`config.mk`:
```
export PLATFORM = sky130hd
export DESIGN_NAME = shared_timer_prescaler
export DESIGN_NICKNAME = d
export VERILOG_FILES = /design/src/prescaler_pkg.sv /design/src/shared_timer_prescaler.sv
export VERILOG_INCLUDE_DIRS = /design/src
export SDC_FILE = /design/constraint.sdc
export NUM_CORES = 1
export LEC_CHECK = 0
export ABC_AREA = 1
export BUFFER_PORTS_ARGS = -buffer_cell sky130_fd_sc_hd__buf_2
export CAP_MARGIN = 20
export CORE_MARGIN = 10
export CORE_UTILIZATION = 48
export DETAILED_ROUTE_END_ITERATION = 10
export PLACE_DENSITY_LB_ADDON = 0.08
export SLEW_MARGIN = 20
export SYNTH_ARGS = -nofsm -noshare
export SYNTH_HDL_FRONTEND = slang
export SYNTH_SLANG_ARGS = --single-unit
```
`constraint.sdc`:
```
create_clock -name sys_clk -period 1.59 [get_ports sys_clk]
set_clock_uncertainty 0.15 [all_clocks]
set_input_delay 0.318 -clock sys_clk [delete_from_list [all_inputs] [get_ports sys_clk]]
set_output_delay 0.318 -clock sys_clk [all_outputs]
set_load 0.02 [all_outputs]
```
`src/prescaler_defs.svh`:
```
// offsets, field positions, reset values and timing counts for the shared prescaler
`ifndef PRESCALER_DEFS_SVH
`define PRESCALER_DEFS_SVH
`define GTC_OFFSET 12'h000
`define TICK0_SEL_OFFSET 12'h004
`define TICK1_SEL_OFFSET 12'h008
`define STATUS_OFFSET 12'h00C
`define GTC_HOLD_BIT 7
`define GTC_CAPSEL_BIT 6
`define GTC_PSR_BIT 0
`define GTC_RESET 8'h00
`define SEL_RESET 3'h0
`define PRESCALE_WIDTH 10
`define SYS_CLK_HZ 10000000
`define SYNC_STAGES 2
`endif

```
`src/prescaler_pkg.sv`:
```
// types shared by the prescaler block
`default_nettype none
package prescaler_pkg;
  typedef enum logic [2:0] {
    SEL_STOP = 3'h0, SEL_DIRECT = 3'h1, SEL_DIV8 = 3'h2, SEL_DIV64 = 3'h3,
    SEL_DIV256 = 3'h4, SEL_DIV1024 = 3'h5, SEL_EXT_FALL = 3'h6, SEL_EXT_RISE = 3'h7
  } tick_source_t;
endpackage : prescaler_pkg
`default_nettype wire

```
`src/shared_timer_prescaler.sv`:
```
// shared timer prescaler with clock select, external pin sampling and APB registers
//
// Our own choices: the APB register port and the address map.
`default_nettype none
`include "prescaler_defs.svh"

// How it works
// - select code 1 gives one tick every system clock cycle.
// - prescaler taps divide the system clock by 8, 64, 256 and 1024.
// - one free running prescaler serves both timers regardless of selects.
// - each timer has its own select register.
// - first prescaled tick comes 1 to N cycles after enabling.
// - a prescaler reset restarts the period for both timers.
// - the count pin is sampled each cycle then edge detected.
// - sampling registers use rising clock; latch stage modelled by first flop.
// - code 7 ticks on rising pin edges, code 6 on falling.
// - pin edge reaches the tick within 2 to 3 cycles.
// - pin ticks bypass the prescaler division.
// - hold bit set keeps reset request stored, prescaler held.
// - clearing hold bit clears reset request so timers start together.
// - reset request resets prescaler and self-clears unless hold is set.
// - capture choice 0 routes pin a, 1 routes pin b.
// - select code 0 stops the timer's ticks.
module shared_timer_prescaler
  import prescaler_pkg::*;
#(
  parameter int PRESCALE_BITS = `PRESCALE_WIDTH
) (
  // clock and reset
  input wire logic sys_clk,
  input wire logic rst_n,
  // apb slave
  input wire logic psel,
  input wire logic penable,
  input wire logic pwrite,
  input wire logic [11:0] paddr,
  input wire logic [31:0] pwdata,
  output logic [31:0] prdata,
  output logic pready,
  output logic pslverr,
  // pins
  input wire logic external_count_pin,
  input wire logic capture_pin_a,
  input wire logic capture_pin_b,
  // to the timers
  output logic timer_zero_tick,
  output logic timer_one_tick,
  output logic capture_trigger
);

  // the tap decode below is written for exactly ten counter bits
  if (PRESCALE_BITS != 10) begin : g_width_check
    $error("prescaler must be 10 bits for the 1024 tap");
  end

  // ****************************************
  // reset release
  // ****************************************
  logic [1:0] rst_sync;
  wire logic rst_ok_n = rst_sync[1];
  always_ff @(posedge sys_clk or negedge rst_n) begin
    if (!rst_n) begin
      rst_sync <= 2'b00;
    end else begin
      rst_sync <= {rst_sync[0], 1'b1};
    end
  end

  // ****************************************
  // apb registers
  // ****************************************
  localparam logic [7:0] GTC_INIT = `GTC_RESET;
  logic sync_hold_mode;
  logic capture_input_choice;
  logic prescaler_reset_request;
  tick_source_t tick_source_select [2];

  wire logic apb_write = psel && penable && pwrite;
  wire logic hit_gtc = (paddr == `GTC_OFFSET);
  wire logic hit_sel0 = (paddr == `TICK0_SEL_OFFSET);
  wire logic hit_sel1 = (paddr == `TICK1_SEL_OFFSET);
  wire logic hit_stat = (paddr == `STATUS_OFFSET);
  wire logic hit_any = hit_gtc || hit_sel0 || hit_sel1 || hit_stat;
  wire logic gtc_write = apb_write && hit_gtc;
  wire logic next_hold = gtc_write ? pwdata[`GTC_HOLD_BIT] : sync_hold_mode;
  // a write of one always resets; it survives only while hold stays set
  wire logic next_request = gtc_write ? (pwdata[`GTC_PSR_BIT] && next_hold)
                                      : (prescaler_reset_request && sync_hold_mode);
  wire logic prescaler_clear = (gtc_write && pwdata[`GTC_PSR_BIT]) || prescaler_reset_request;

  assign pready = 1'b1;
  assign pslverr = psel && penable && !hit_any;

  always_ff @(posedge sys_clk or negedge rst_ok_n) begin
    if (!rst_ok_n) begin
      sync_hold_mode <= GTC_INIT[`GTC_HOLD_BIT];
      capture_input_choice <= GTC_INIT[`GTC_CAPSEL_BIT];
      prescaler_reset_request <= GTC_INIT[`GTC_PSR_BIT];
      tick_source_select[0] <= tick_source_t'(`SEL_RESET);
      tick_source_select[1] <= tick_source_t'(`SEL_RESET);
    end else begin
      sync_hold_mode <= next_hold;
      prescaler_reset_request <= next_request;
      if (gtc_write) begin
        capture_input_choice <= pwdata[`GTC_CAPSEL_BIT];
      end
      if (apb_write && hit_sel0) begin
        tick_source_select[0] <= tick_source_t'(pwdata[2:0]);
      end
      if (apb_write && hit_sel1) begin
        tick_source_select[1] <= tick_source_t'(pwdata[2:0]);
      end
    end
  end

  // ****************************************
  // shared prescaler
  // ****************************************
  logic [PRESCALE_BITS-1:0] prescale_count;
  always_ff @(posedge sys_clk or negedge rst_ok_n) begin
    if (!rst_ok_n) begin
      prescale_count <= '0;
    end else if (prescaler_clear) begin
      prescale_count <= '0;
    end else begin
      prescale_count <= prescale_count + 1'b1;
    end
  end

  // a tap fires on the cycle its low bits are all ones, once per period
  wire logic [3:0] taps = {
    &prescale_count[9:0], &prescale_count[7:0], &prescale_count[5:0], &prescale_count[2:0]
  };

  // ****************************************
  // count pin sampling and edges
  // ****************************************
  logic pin_meta;
  logic pin_sync;
  logic pin_prev;
  always_ff @(posedge sys_clk or negedge rst_ok_n) begin
    if (!rst_ok_n) begin
      pin_meta <= 1'b0;
      pin_sync <= 1'b0;
      pin_prev <= 1'b0;
    end else begin
      pin_meta <= external_count_pin;
      pin_sync <= pin_meta;
      // two sync stages plus the tick register set the pin to tick latency
      pin_prev <= pin_sync;
    end
  end
  wire logic pin_rise = pin_sync && !pin_prev;
  wire logic pin_fall = !pin_sync && pin_prev;

  // ****************************************
  // tick selection
  // ****************************************
  function automatic logic pick_tick(input tick_source_t sel, input logic [3:0] tap,
                                     input logic rise, input logic fall, input logic hold);
    logic result;
    result = 1'b0;
    unique case (sel)
      SEL_STOP: result = 1'b0;
      SEL_DIRECT: result = !hold;
      SEL_DIV8: result = tap[0] && !hold;
      SEL_DIV64: result = tap[1] && !hold;
      SEL_DIV256: result = tap[2] && !hold;
      SEL_DIV1024: result = tap[3] && !hold;
      SEL_EXT_FALL: result = fall;
      SEL_EXT_RISE: result = rise;
    endcase
    return result;
  endfunction : pick_tick

  wire logic [1:0] next_tick;
  logic [1:0] tick_q;
  genvar g;
  generate
    for (g = 0; g < 2; g++) begin : g_sel
      assign next_tick[g] = pick_tick(tick_source_select[g], taps, pin_rise, pin_fall,
                                      prescaler_clear);
    end
  endgenerate

  // two stages on each capture pin before the select mux reads them
  logic [1:0] cap_meta;
  logic [1:0] cap_sync;
  logic capture_q;
  always_ff @(posedge sys_clk or negedge rst_ok_n) begin
    if (!rst_ok_n) begin
      tick_q <= 2'b00;
      cap_meta <= 2'b00;
      cap_sync <= 2'b00;
      capture_q <= 1'b0;
    end else begin
      tick_q <= next_tick;
      cap_meta <= {capture_pin_b, capture_pin_a};
      cap_sync <= cap_meta;
      capture_q <= capture_input_choice ? cap_sync[1] : cap_sync[0];
    end
  end
  assign timer_zero_tick = tick_q[0];
  assign timer_one_tick = tick_q[1];
  assign capture_trigger = capture_q;

  wire logic [31:0] rd_gtc = {24'h0000_00, sync_hold_mode, capture_input_choice, 5'h00,
                              prescaler_reset_request};
  wire logic [31:0] rd_stat = {22'h00_0000, prescale_count};
  always_ff @(posedge sys_clk or negedge rst_ok_n) begin
    if (!rst_ok_n) begin
      prdata <= 32'h0000_0000;
    end else if (psel && !penable && !pwrite) begin
      prdata <= hit_gtc ? rd_gtc :
                hit_sel0 ? {29'h0000_0000, tick_source_select[0]} :
                hit_sel1 ? {29'h0000_0000, tick_source_select[1]} :
                hit_stat ? rd_stat : 32'h0000_0000;
    end
  end
endmodule : shared_timer_prescaler
`default_nettype wire

```
# == After elaboration in Yosys (flattened, before gate mapping) ==
# Cells that the tools add are included.
# word_totals
regBits,63
latchBits,0
mem_bits_rw,0
rom_bits,0
output_inout_bits,37
wordCells,77
mem_count,0
# classes
n_addsub,1
multipliers,0
div,0
n_lt_le_gt_ge,0
n_eq_ne,17
shifts,0
muxes,10
n_bitwise,0
n_reduce_logical,34
# ops
cell,count
10-bit 2-to-1 mux,5
12-bit by 4-bit == test with 1-bit output (second input constant),2
3-bit == test (second input constant),8
1-bit logical AND,17
1-bit case mux with 8 select lines,2
12-bit by 3-bit == test with 1-bit output (second input constant),1
3-bit by 2-bit == test with 1-bit output (second input constant),4
12-bit logical NOT,1
10-bit by 1-bit adder with 10-bit output (second input constant),1
10-bit AND reduction,1
8-bit AND reduction,1
3-bit by 1-bit == test with 1-bit output (second input constant),2
1-bit logical NOT,6
3-bit logical NOT,2
6-bit AND reduction,1
1-bit logical OR,4
1-bit 2-to-1 mux,3
3-bit AND reduction,1

# == Depth between registers and ports, before layout ==
# Gate-level depths: netlist of the first run.
# logic_depth
depth_word,8
mapped_depth,9
ltp_nobuf,9

# == Worst setup path after synthesis of the first run ==
# No wires, ideal clock.
# synth_path
path_type,input to output
start,input port paddr[11]
end,output port pslverr
t_arrival_ns,1.005
t_required_ns,1.122
path_slack_ns,0.117
path_stages,5
path_buffers,1
cell_sequence,nor2_1 -> nand2_1 -> nor2_4 -> buf_8 -> a21oi_1
# synth_between
elab_chain_len,6
word_cells_on_any_way,9
classes_between,3 x eq/ne; 6 x reduce/logical
# synth_lines
element,line,source
from (decl),shared_timer_prescaler.sv:36,"input wire logic [11:0] paddr,"
12-bit by 3-bit == test with 1-bit output (no source line) / 12-bit logical NOT (equally long branches),--,
1-bit logical OR (2 in series),shared_timer_prescaler.sv:83,wire logic hit_any = hit_gtc || hit_sel0 || hit_sel1 || hit_stat;
1-bit logical OR (*),shared_timer_prescaler.sv:83,
1-bit logical NOT (*),shared_timer_prescaler.sv:92,assign pslverr = psel && penable && !hit_any;
1-bit logical AND (*),shared_timer_prescaler.sv:92,
to (decl),shared_timer_prescaler.sv:40,"output logic pslverr,"
# Mark *: on every way between the ends. The rest lies on a longest branch, timed or not.

# == Final worst setup path of the first run ==
# layout_path
start,register prescale_count[0]
end,register tick_q[1]
# layout_between
elab_chain_len,3
word_cells_on_any_way,9
classes_between,1 x mux; 8 x reduce/logical
# layout_lines
element,line,source
from (decl),shared_timer_prescaler.sv:119,logic [PRESCALE_BITS-1:0] prescale_count;
from (signal assigned),shared_timer_prescaler.sv:126,prescale_count <= prescale_count + 1'b1;
"10-bit AND reduction, or another cell as far along",shared_timer_prescaler.sv:132,"&prescale_count[9:0], &prescale_count[7:0], &prescale_count[5:0], &prescale_count[2:0]"
1-bit logical AND (on tied branches),--,
1-bit case mux with 8 select lines (*),shared_timer_prescaler.sv:163,unique case (sel)
named net next_tick[1],shared_timer_prescaler.sv:176,wire logic [1:0] next_tick;
to (signal assigned),shared_timer_prescaler.sv:197,tick_q <= next_tick;
to (decl),shared_timer_prescaler.sv:177,logic [1:0] tick_q;
# The timed path passes the listed nets; every way through them passes the cells marked *.
# A chain may end at the register's enable or synchronous reset.

==> out/summary.txt, run 1 <==
======================================================================================================
Run status                                                                                   completed
CTS root buf                                                                              sky130_fd_sc_hd__clkbuf_8
Shortest period the worst path allows                                                         1.481 ns
Crit path launch                                                                          prescale_count[0]
Distinct cell type count of the synthesized netlist                                                 33
Max-slew violations                                                                                  0
Gpl congestion                                                                                  0.8338
CP Data Arrival Time                                                                           1.52 ns
Number of inserted filler cells in the final layout                                                418
Mean number of vias per cell                                                                     4.736
TritonCTS clock tree                                                                             built
1st-iter DRT viols                                                                                  79
DRC violations left                                                                                  0
Grt total ovfl                                                                                       0
Number of iterations in the first detailed-routing pass                                              4
DIE HEIGHT                                                                                    87.45 um
Total non-filler cell area in the finished layout                                            2653 um^2
Top cells by area, synth                                                                  sky130_fd_sc_hd__dfrtp_1 (47%), sky130_fd_sc_hd__nand2_1 (10%), sky130_fd_sc_hd__buf_4 (7.9%)
Via total after detailed routing                                                                  1828
Final setup violation count                                                                          0
Clock transition at the register clock pins on the worst setup and hold paths after CTS        0.08 ns
Die W                                                                                         87.45 um
Number of antenna-violating nets in the routed design                                                0
Launch point of the worst reg-to-reg path                                                 prescale_count[0]
Number of register bits inferred by synthesis                                                       41
Initial core utilization                                                                        0.4980
Fin. Hold Viols                                                                                      0
Core area                                                                                    4384 um^2
Clock latency reported for the late side of the worst-skew pair                                0.29 ns
Ranking of synthesized cells by instance count                                            sky130_fd_sc_hd__nand2_1 (59), sky130_fd_sc_hd__dfrtp_1 (41), sky130_fd_sc_hd__nor2_1 (35), sky130_fd_sc_hd__inv_1 (30), sky130_fd_sc_hd__nand3_1 (24)
Library cell with the largest summed area after synthesis                                 sky130_fd_sc_hd__dfrtp_1
Fraction of layout cells with a size suffix above 1                                             0.2365
Crit end category                                                                             register
Ordered list of cells on the worst path                                                   ha_1 -> ha_1 -> a21oi_2 -> nor2_1 -> nand3_1 -> nand2_1 -> nand2_1 -> inv_1
Number of buffers inserted during clock tree synthesis                                               5
Final HPWL from detailed placement                                                             3877 um
Total power per unit cell area                                                            943.8 nW/um^2
Minimum hold slack                                                                          0.09731 ns
Hold path cells                                                                                      3
Vias in the first global route                                                                    1762
Cell family with the largest share of critical-path delay                                  adder cells
Number of buffer and inverter stages on the critical path                                            1
Worst Reg2Reg Path Length in Cells                                                                   8
Number of antenna violations at the first check in global routing                                    0
Delay of the slowest critical-path stage                                                       0.38 ns
Clock sink total                                                                                    41
First-pass GRT wire length                                                                     7859 um
Achievable frequency                                                                         675.2 MHz
Worst min-delay path startpoint                                                              pwdata[2]
Sequential share of the synthesized area                                                        0.4699
Final core utilization                                                                          0.6050
Fraction of registers with async set/reset                                                       1.000
Port bufs                                                                                           38
Top-area cell type share of the netlist area                                                    0.4699
Detailed Route WL                                                                              4841 um
Period Utilization, post-route                                                                  0.9315
Crit path kind                                                                              reg -> reg
Overall die area                                                                             7647 um^2
Worst-case vdd ir drop                                                                       0.5760 mV
Crit-path max FO                                                                                     2
DP Cell Count                                                                                      372
Worst Path Required                                                                            1.63 ns
GRT Resource Usage Total                                                                        0.1292
Total power                                                                                   2.504 mW
Leak                                                                                          1.440 nW
Synthesized instance count                                                                         269
Clock buffer depth                                                                                   2
Avg Synthesized Cell Area                                                                   8.117 um^2
Post-synth EDFFs                                                                                     0
Antenna diode count                                                                                  0
Post-layout nets                                                                                   387
Cell with the biggest individual delay on the critical path                               sky130_fd_sc_hd__dfrtp_1
Count of cell instances traversed by the critical path                                               8
Worst Setup Start Kind                                                                        register
Cell Count, Final, Fillers Out                                                                     386
Warnings, synthesis                                                                                  0
Standard cell area after detailed placement                                                  2452 um^2
H-tree Lvls                                                                                          2
Layout overhead on the synthesized area                                                         21.49%
Most common cell in the synthesized netlist                                               sky130_fd_sc_hd__nand2_1
Total I/O pin count                                                                                 89
Combined area of all synthesized cells                                                       2183 um^2
Routed len/inst                                                                               12.54 um
Pin count of the biggest net entering global routing                                                40
Unrepaired setup endpoints after global routing                                                     no
Std-Cell Rows                                                                                       24
Flip-flop cell with the highest count after synthesis                                     sky130_fd_sc_hd__dfrtp_1
Max-cap check violation count                                                                        0
Class of the worst hold path                                                                 in -> reg
======================================================================================================
## final timing paths
path                                    endpoint  slack, ns
setup / recovery                       tick_q[1]       0.11
hold reg to reg                prescale_count[3]       0.15
setup reg to reg                       tick_q[1]       0.11
min in group asynchronous      prescale_count[3]       0.15
max in group asynchronous               pin_prev       0.80
hold / removal             tick_source_select[2]        0.1
## through the flow
step | setup slack [ns] | setup TNS [ns]
final | 0.1089 | 0
after global routing | 0.01440 | 0
after CTS | 0.001059 | 0
after detailed placement | -0.05373 | -0.3568
after global placement | -0.03296 | -0.2208
after floorplan | 0.1167 | 0
## worst register-to-register path, stage by stage (launching register included)
cell and delay (ns):
sky130_fd_sc_hd__dfrtp_1 0.38, sky130_fd_sc_hd__ha_1 0.23, sky130_fd_sc_hd__ha_1 0.21, sky130_fd_sc_hd__a21oi_2 0.13, sky130_fd_sc_hd__nor2_1 0.06, sky130_fd_sc_hd__nand3_1 0.07, sky130_fd_sc_hd__nand2_1 0.05, sky130_fd_sc_hd__nand2_1 0.05
sky130_fd_sc_hd__inv_1 0.04
## power by group
| part | switching, mW | internal (mW) | total (mW) |
|---|---|---|---|
| registers | 0.0597 | 1.11 | 1.17 |
| logic | 0.229 | 0.123 | 0.352 |
| clock network | 0.354 | 0.623 | 0.977 |
## state kept, by name, summed over array words and instances, names as in the netlist
signal and cells:
prescale_count 10, capture_trigger 1, tick_q 2, pin_prev 1, pin_sync 1, cap_meta 2, rst_sync 2, sync_hold_mode 1
capture_input_choice 1, pin_meta 1, prdata 10, tick_source_select 6, prescaler_reset_request 1, cap_sync 2
## layer usage
metal  global-route usage  vias up  routed length [um]
li1                     -      934                   -
met5                    0        -                   0
met2               0.2156       47                2258
met1               0.1480      840                2079
met4              0.04928        0                  66
met3              0.04401        7                 436
## cells by family (layout without fill, tap and decap cells)
family                     Yosys count  in the layout  synth area share
and+or+nand+nor                    139            139            0.2969
buffers and inverters               57            100            0.1433
AOI/OAI and AO/OA                   26             26           0.06704
other                                2             24          0.003440
DFF                                 41             41            0.4699
xor gates and xnor gates             2              2          0.008024
adders and majority gates            2              2           0.01146
## layout make-up
cell class                 instances  area (um^2)  share of cell area
clock buffer                       5        68.82             0.02594
clock inverter                     3        65.06             0.02453
inverter                          31        116.4             0.04387
multi-input combinational        193        938.4              0.3538
sequential                        41         1026              0.3868
tap                               52        65.06             0.02453
timing repair buffer              61        372.9              0.1406
## repair_timing
action,in CTS,in global routing
endpoints found under the hold margin,5,0
hold buffers,4,0
buffers inserted,0,2
resized for setup,0,6
endpoints found under the setup margin,0,3
## cells in the final DEF (no fill, tap or decap), types with 3 or more instances in the layout
cell type                       count
sky130_fd_sc_hd__dlygate4sd3_1      4
sky130_fd_sc_hd__nand2_1           59
sky130_fd_sc_hd__nor3b_1            3
sky130_fd_sc_hd__o21ai_0            8
sky130_fd_sc_hd__buf_2             38
sky130_fd_sc_hd__buf_4             19
sky130_fd_sc_hd__o31ai_1            3
sky130_fd_sc_hd__o21ai_1            3
sky130_fd_sc_hd__dfrtp_1           41
sky130_fd_sc_hd__nand2_2            3
sky130_fd_sc_hd__a21oi_1            6
sky130_fd_sc_hd__inv_1             29
sky130_fd_sc_hd__nor2_2             3
sky130_fd_sc_hd__nand3_1           23
sky130_fd_sc_hd__nor3_1             3
sky130_fd_sc_hd__conb_1            24
sky130_fd_sc_hd__clkbuf_8           5
sky130_fd_sc_hd__nor2_1            34
(Power assumes the default switching activity.)
==> inputs of run 2 (changes only) <==
Settings changed: CTS_BUF_LIST set to sky130_fd_sc_hd__clkbuf_16.
==> run 2 against run 1 <==
Combinational power hardly changed. Global-route usage is 0.079 points lower. Maximum frequency is 1.0% lower.
==> out/summary.txt, run 2 (synthesized netlist as in run 1, its figures left out) <==
======================================================================================================
Port bufs                                                                                           38   unchanged
Clock sink total                                                                                    41   unchanged
Via total after detailed routing                                                                  1832   was 1828
Max-slew violations                                                                                  0   unchanged
Ordered list of cells on the worst path                                                   ha_1 -> ha_1 -> a21oi_1 -> nor2_1 -> nand3_1 -> nand2_1 -> nand2_1 -> inv_1   was ha_1 -> ha_1 -> a21oi_2 -> nor2_1 -> nand3_1 -> nand2_1 -> nand2_1 -> inv_1
Launch point of the worst reg-to-reg path                                                 prescale_count[0]   unchanged
Worst Path Required                                                                            1.61 ns   was 1.63 ns
Routed len/inst                                                                               12.64 um   was 12.54 um
Number of buffers inserted during clock tree synthesis                                               5   unchanged
Number of buffer and inverter stages on the critical path                                            1   unchanged
Clock buffer depth                                                                                   2   unchanged
Leak                                                                                          1.464 nW   was 1.440 nW
Final HPWL from detailed placement                                                             3877 um   unchanged
Gpl congestion                                                                                  0.8338   unchanged
Crit-path max FO                                                                                     2   unchanged
Unrepaired setup endpoints after global routing                                                     no   unchanged
Total power per unit cell area                                                            1040 nW/um^2   was 943.8 nW/um^2
Crit end category                                                                             register   unchanged
Terminus of the critical flop-to-flop path                                                   tick_q[1]   unchanged
Mean number of vias per cell                                                                     4.746   was 4.736
Clock latency reported for the late side of the worst-skew pair                                0.28 ns   was 0.29 ns
Std-Cell Rows                                                                                       24   unchanged
Core area                                                                                    4384 um^2   unchanged
Number of antenna violations at the first check in global routing                                    0   unchanged
Crit path launch                                                                          prescale_count[0]   unchanged
Grt total ovfl                                                                                       0   unchanged
Class of the worst hold path                                                                 in -> reg   unchanged
Clock transition at the register clock pins on the worst setup and hold paths after CTS        0.06 ns   was 0.08 ns
Max-cap check violation count                                                                        0   unchanged
H-tree Lvls                                                                                          2   unchanged
Capture point of the worst path                                                              tick_q[1]   unchanged
Fraction of layout cells with a size suffix above 1                                             0.2335   was 0.2365
Pin count of the biggest net entering global routing                                                40   unchanged
Initial core utilization                                                                        0.4980   unchanged
Antenna diode count                                                                                  0   unchanged
Detailed Route WL                                                                              4880 um   was 4841 um
Fin. Hold Viols                                                                                      0   unchanged
Number of inserted filler cells in the final layout                                                403   was 418
Cell Count, Final, Fillers Out                                                                     386   unchanged
DIE HEIGHT                                                                                    87.45 um   unchanged
Cell family with the largest share of critical-path delay                                  adder cells   unchanged
Overall die area                                                                             7647 um^2   unchanged
Shortest period the worst path allows                                                         1.496 ns   was 1.481 ns
Layout overhead on the synthesized area                                                         23.90%   was 21.49%
DRC violations left                                                                                  0   unchanged
GRT Resource Usage Total                                                                        0.1284   was 0.1292
Worst Slack Setup Final                                                                     0.09388 ns   was 0.1089 ns
Count of cell instances traversed by the critical path                                               8   unchanged
Flop2flop setup slack                                                                          0.09 ns   was 0.11 ns
TritonCTS clock tree                                                                             built   unchanged
Delay of the slowest critical-path stage                                                       0.38 ns   about the same
Post-layout nets                                                                                   387   unchanged
Most frequent cells in the layout                                                         sky130_fd_sc_hd__nand2_1 (59), sky130_fd_sc_hd__dfrtp_1 (41), sky130_fd_sc_hd__buf_2 (38)   unchanged
CP Data Arrival Time                                                                           1.52 ns   about the same
Worst Reg2Reg Path Length in Cells                                                                   8   unchanged
FF/Latch Area                                                                                1026 um^2   unchanged
Total power                                                                                   2.813 mW   was 2.504 mW
Crit path kind                                                                              reg -> reg   unchanged
Final core utilization                                                                          0.6170   was 0.6050
Vias in the first global route                                                                    1757   was 1762
Cell with the biggest individual delay on the critical path                               sky130_fd_sc_hd__dfrtp_1   unchanged
Worst-case vdd ir drop                                                                       0.5756 mV   was 0.5760 mV
DP Worst Slack                                                                             -0.05373 ns   unchanged
Period Utilization, post-route                                                                  0.9410   was 0.9315
CTS root buf                                                                              sky130_fd_sc_hd__clkbuf_16   was sky130_fd_sc_hd__clkbuf_8
DP Cell Count                                                                                      372   unchanged
Minimum hold slack                                                                           0.1139 ns   was 0.09731 ns
Number of antenna-violating nets in the routed design                                                0   unchanged
Number of iterations in the first detailed-routing pass                                              4   unchanged
Worst Setup Start Kind                                                                        register   unchanged
Most common cell after layout, fill and taps aside                                        sky130_fd_sc_hd__nand2_1   unchanged
Run status                                                                                   completed   unchanged
Total I/O pin count                                                                                 89   unchanged
Final setup violation count                                                                          0   unchanged
Multi-input gate area in the final layout                                                   934.6 um^2   was 938.4 um^2
1st-iter DRT viols                                                                                  65   was 79
First-pass GRT wire length                                                                     7852 um   was 7859 um
Die W                                                                                         87.45 um   unchanged
Top Registers                                                                             prdata x10, prescale_count x10, tick_source_select x6   unchanged
Achievable frequency                                                                         668.4 MHz   was 675.2 MHz
======================================================================================================
run 2: final cells by class:
| type | count | area share |
|---|---|---|
| tap | 52 | 0.02405 |
| multi-input combinational | 193 | 0.3455 |
| clock inverter | 3 | 0.02405 |
| inverter | 31 | 0.04302 |
| sequential | 41 | 0.3793 |
| clock buffer | 5 | 0.04625 |
| timing repair buffer | 61 | 0.1378 |
run 2: worst min-delay path by stage:
stage               from  cells after the start                     to  slack, ns
3_3_place_gp       rst_n                      1            rst_sync[1]      -0.05
5_1_grt        pwdata[2]                      3  tick_source_select[2]       0.11
6_report       pwdata[2]                      3  tick_source_select[2]       0.11
2_1_floorplan      rst_n                      0            rst_sync[0]      -0.13
4_1_cts        pwdata[2]                      3  tick_source_select[2]       0.11
3_5_place_dp       rst_n                      1            rst_sync[1]      -0.05
run 2: through the flow:
stage / instance area [um^2] / TNS [ns]
floorplan: 2266 / 0
global placement: 2452 / -0.2208
detailed placement: 2452 / -0.3568
CTS: 2683 / 0
global route: 2705 / 0
finish: 2705 / 0
run 2: tightest hold or removal path, cell delays in order:
cell and delay (ns):
sky130_fd_sc_hd__buf_2 0.09, sky130_fd_sc_hd__nand2_1 0.05, sky130_fd_sc_hd__o21ai_0 0.06
run 2: per-layer routing:
layer	part of all wire	wire, um	GRT usage
met1	0.43	2118	0.1457
met2	0.47	2305	0.2176
met3	0.084	409	0.04682
met5	0	0	0
met4	0.0094	46	0.04058
run 2: repair_timing:
item	4_1_cts	5_1_grt
setup endpoints to repair	0	3
endpoints found under the hold margin	5	0
setup buffers	0	2
hold buffers	4	0
gates resized for setup	0	5
run 2: power breakdown:
group / total, mW / internal, mW / switching (mW)
Sequential: 1.18 / 1.12 / 0.0594
Combinational: 0.353 / 0.123 / 0.231
Clock: 1.28 / 0.896 / 0.388
Total: 2.81 / 2.13 / 0.679
==> inputs of run 3 (changes only) <==
Settings changed: PLACE_DENSITY set to 0.8, PLACE_DENSITY_LB_ADDON 0.08 to not set.
==> run 3 against run 2 <==
Register-to-register slack is essentially flat. Global-route usage grew 0.058 points. Via count grew 1.9%. Cell area shrank 1.9%. Critical path depth shrank 2. First-iteration DRC count grew 71%. Count of clock-buffer cells in the layout is the same. Die area is the same. Clock power shrank 13%. Utilization shrank 1.2 points. Cell count shrank 1.8%. Critical path type unchanged. Largest cell class unchanged. Highest routed layer unchanged.
==> out/summary.txt, run 3 (synthesized netlist as in run 1, its figures left out) <==
======================================================================================================
Final core utilization                                                                          0.6053   was 0.6170
Worst Path Required                                                                            1.64 ns   was 1.61 ns
Crit-path max FO                                                                                     5   was 2
Via total after detailed routing                                                                  1866   was 1832
Max-slew violations                                                                                  0   unchanged
Clock buffer depth                                                                                   2   unchanged
Total negative setup slack                                                                        0 ns   unchanged
Number of buffers inserted during clock tree synthesis                                               5   unchanged
TritonCTS clock tree                                                                             built   unchanged
Run status                                                                                   completed   unchanged
Leak                                                                                          1.416 nW   was 1.464 nW
Cell with the biggest individual delay on the critical path                               sky130_fd_sc_hd__dfrtp_1   unchanged
Top Registers                                                                             prdata x10, prescale_count x10, tick_source_select x6   unchanged
Total I/O pin count                                                                                 89   unchanged
Clock latency reported for the late side of the worst-skew pair                                0.28 ns   about the same
Achievable frequency                                                                         671.1 MHz   was 668.4 MHz
Number of antenna-violating nets in the routed design                                                0   unchanged
Core area                                                                                    4384 um^2   unchanged
CTS root buf                                                                              sky130_fd_sc_hd__clkbuf_16   unchanged
Std-Cell Rows                                                                                       24   unchanged
Total non-filler cell area in the finished layout                                            2654 um^2   was 2705 um^2
Worst Setup Start Kind                                                                        register   unchanged
Post-layout nets                                                                                   380   was 387
Worst-case vdd ir drop                                                                       0.6399 mV   was 0.5756 mV
Fin. Hold Viols                                                                                      0   unchanged
Crit path kind                                                                              reg -> reg   unchanged
Number of antenna violations at the first check in global routing                                    0   unchanged
Most Frequent Cell on Critical Path                                                       sky130_fd_sc_hd__nand2_1
Total power                                                                                   2.655 mW   was 2.813 mW
Total power per unit cell area                                                            1000 nW/um^2   was 1040 nW/um^2
Delay of the slowest critical-path stage                                                       0.42 ns   was 0.38 ns
DRC violations left                                                                                  0   unchanged
Grt total ovfl                                                                                       0   unchanged
Period Utilization, post-route                                                                  0.9372   was 0.9410
Overall die area                                                                             7647 um^2   unchanged
Clock transition at the register clock pins on the worst setup and hold paths after CTS        0.06 ns   about the same
Layout overhead on the synthesized area                                                         21.55%   was 23.90%
Most frequent cells in the layout                                                         sky130_fd_sc_hd__nand2_1 (59), sky130_fd_sc_hd__dfrtp_1 (41), sky130_fd_sc_hd__buf_2 (38)   unchanged
Shortest period the worst path allows                                                         1.490 ns   was 1.496 ns
First-pass GRT wire length                                                                     7783 um   was 7852 um
Standard cell area after detailed placement                                                  2415 um^2   was 2452 um^2
Number of iterations in the first detailed-routing pass                                              4   unchanged
Port bufs                                                                                           38   unchanged
Final HPWL from detailed placement                                                             3864 um   was 3877 um
1st-iter DRT viols                                                                                 111   was 65
Antenna diode count                                                                                  0   unchanged
Initial core utilization                                                                        0.4980   unchanged
Clock sink total                                                                                    41   unchanged
Number of buffer and inverter stages on the critical path                                            0   was 1
Most common cell after layout, fill and taps aside                                        sky130_fd_sc_hd__nand2_1   unchanged
Gpl congestion                                                                                  0.8818   was 0.8338
Final setup violation count                                                                          0   unchanged
Cell Count, Final, Fillers Out                                                                     379   was 386
Fraction of layout cells with a size suffix above 1                                             0.2171   was 0.2335
GRT Resource Usage Total                                                                        0.1289   was 0.1284
Crit end category                                                                             register   unchanged
Routed len/inst                                                                               13.44 um   was 12.64 um
Cell family with the largest share of critical-path delay                                 simple AND/OR/NAND/NOR gates   was adder cells
Ordered list of cells on the worst path                                                   nand2_1 -> nor2_1 -> nand2_1 -> o21ai_0 -> nand3_1 -> a21oi_1   was ha_1 -> ha_1 -> a21oi_1 -> nor2_1 -> nand3_1 -> nand2_1 -> nand2_1 -> inv_1
CP Data Arrival Time                                                                           1.54 ns   was 1.52 ns
Pin count of the biggest net entering global routing                                                40   unchanged
H-tree Lvls                                                                                          2   unchanged
Detailed Route WL                                                                              5095 um   was 4880 um
Mean number of vias per cell                                                                     4.923   was 4.746
Class of the worst hold path                                                                 in -> reg   unchanged
DP Cell Count                                                                                      367   was 372
DIE HEIGHT                                                                                    87.45 um   unchanged
Vias in the first global route                                                                    1755   was 1757
Max-cap check violation count                                                                        0   unchanged
Die W                                                                                         87.45 um   unchanged
======================================================================================================
## run 3: changes by cell type in the layout (fill, tap and decap cells not counted), sizes merged
cell and delta:
clkinvlp +1, bufinv -1, buf -7
## run 3: metal layers
| metal | track usage | up-vias | wire length, um |
|---|---|---|---|
| met1 | 0.1397 | 858 | 1995 |
| met4 | 0.05797 | 0 | 119 |
| met2 | 0.2202 | 70 | 2505 |
| met5 | 0 | - | 0 |
| met3 | 0.04494 | 13 | 475 |
| li1 | - | 925 | - |
## run 3: through the flow
| stage | setup slack, ns | hold slack (ns) |
|---|---|---|
| after CTS | 0.006096 | 0.001631 |
| after global routing | -0.006843 | 0.1377 |
| final | 0.09991 | 0.1137 |
| after detailed placement | -0.04578 | -0.04374 |
| after global placement | -0.01660 | -0.04634 |
| after floorplan | 0.1167 | -0.1276 |
## run 3: path summary, 6_finish.rpt
kind	from	to	slack, ns	depth (start not counted)
setup / recovery	prescale_count[5]	tick_q[0]	0.1	6
hold / removal	pwdata[1]	tick_source_select[1]	0.11	3
setup reg to reg	prescale_count[5]	tick_q[0]	0.1	6
hold reg to reg	rst_sync[1]	prescale_count[8]	0.14	1
max in group asynchronous	rst_sync[1]	prdata[0]	0.82	1
min in group asynchronous	rst_sync[1]	prescale_count[8]	0.14	1
## run 3: power by group
group	total, mW	switching [mW]	internal, mW
Sequential	1.20	0.0796	1.12
Clock	1.12	0.391	0.734
Combinational	0.334	0.228	0.106
## run 3: final cells by class
type | count | area, um^2
clock buffer | 5 | 125.1
tap | 52 | 65.06
clock inverter | 3 | 41.29
inverter | 31 | 116.4
fill | 382 | 1730
multi-input combinational | 193 | 959.7
sequential | 41 | 1026
timing repair buffer | 54 | 320.3
## run 3: tightest hold or removal path: stages
cell                      delay, ns
sky130_fd_sc_hd__buf_2         0.08
sky130_fd_sc_hd__nand2_1       0.05
sky130_fd_sc_hd__o21ai_0       0.06
## run 3: timing repair
| item | 4_1_cts | 5_1_grt |
|---|---|---|
| gates resized for setup | 0 | 7 |
| hold buffers | 3 | 1 |
| endpoints found under the hold margin | 4 | 1 |
| setup endpoints to repair | 0 | 3 |
| setup buffers | 0 | 1 |
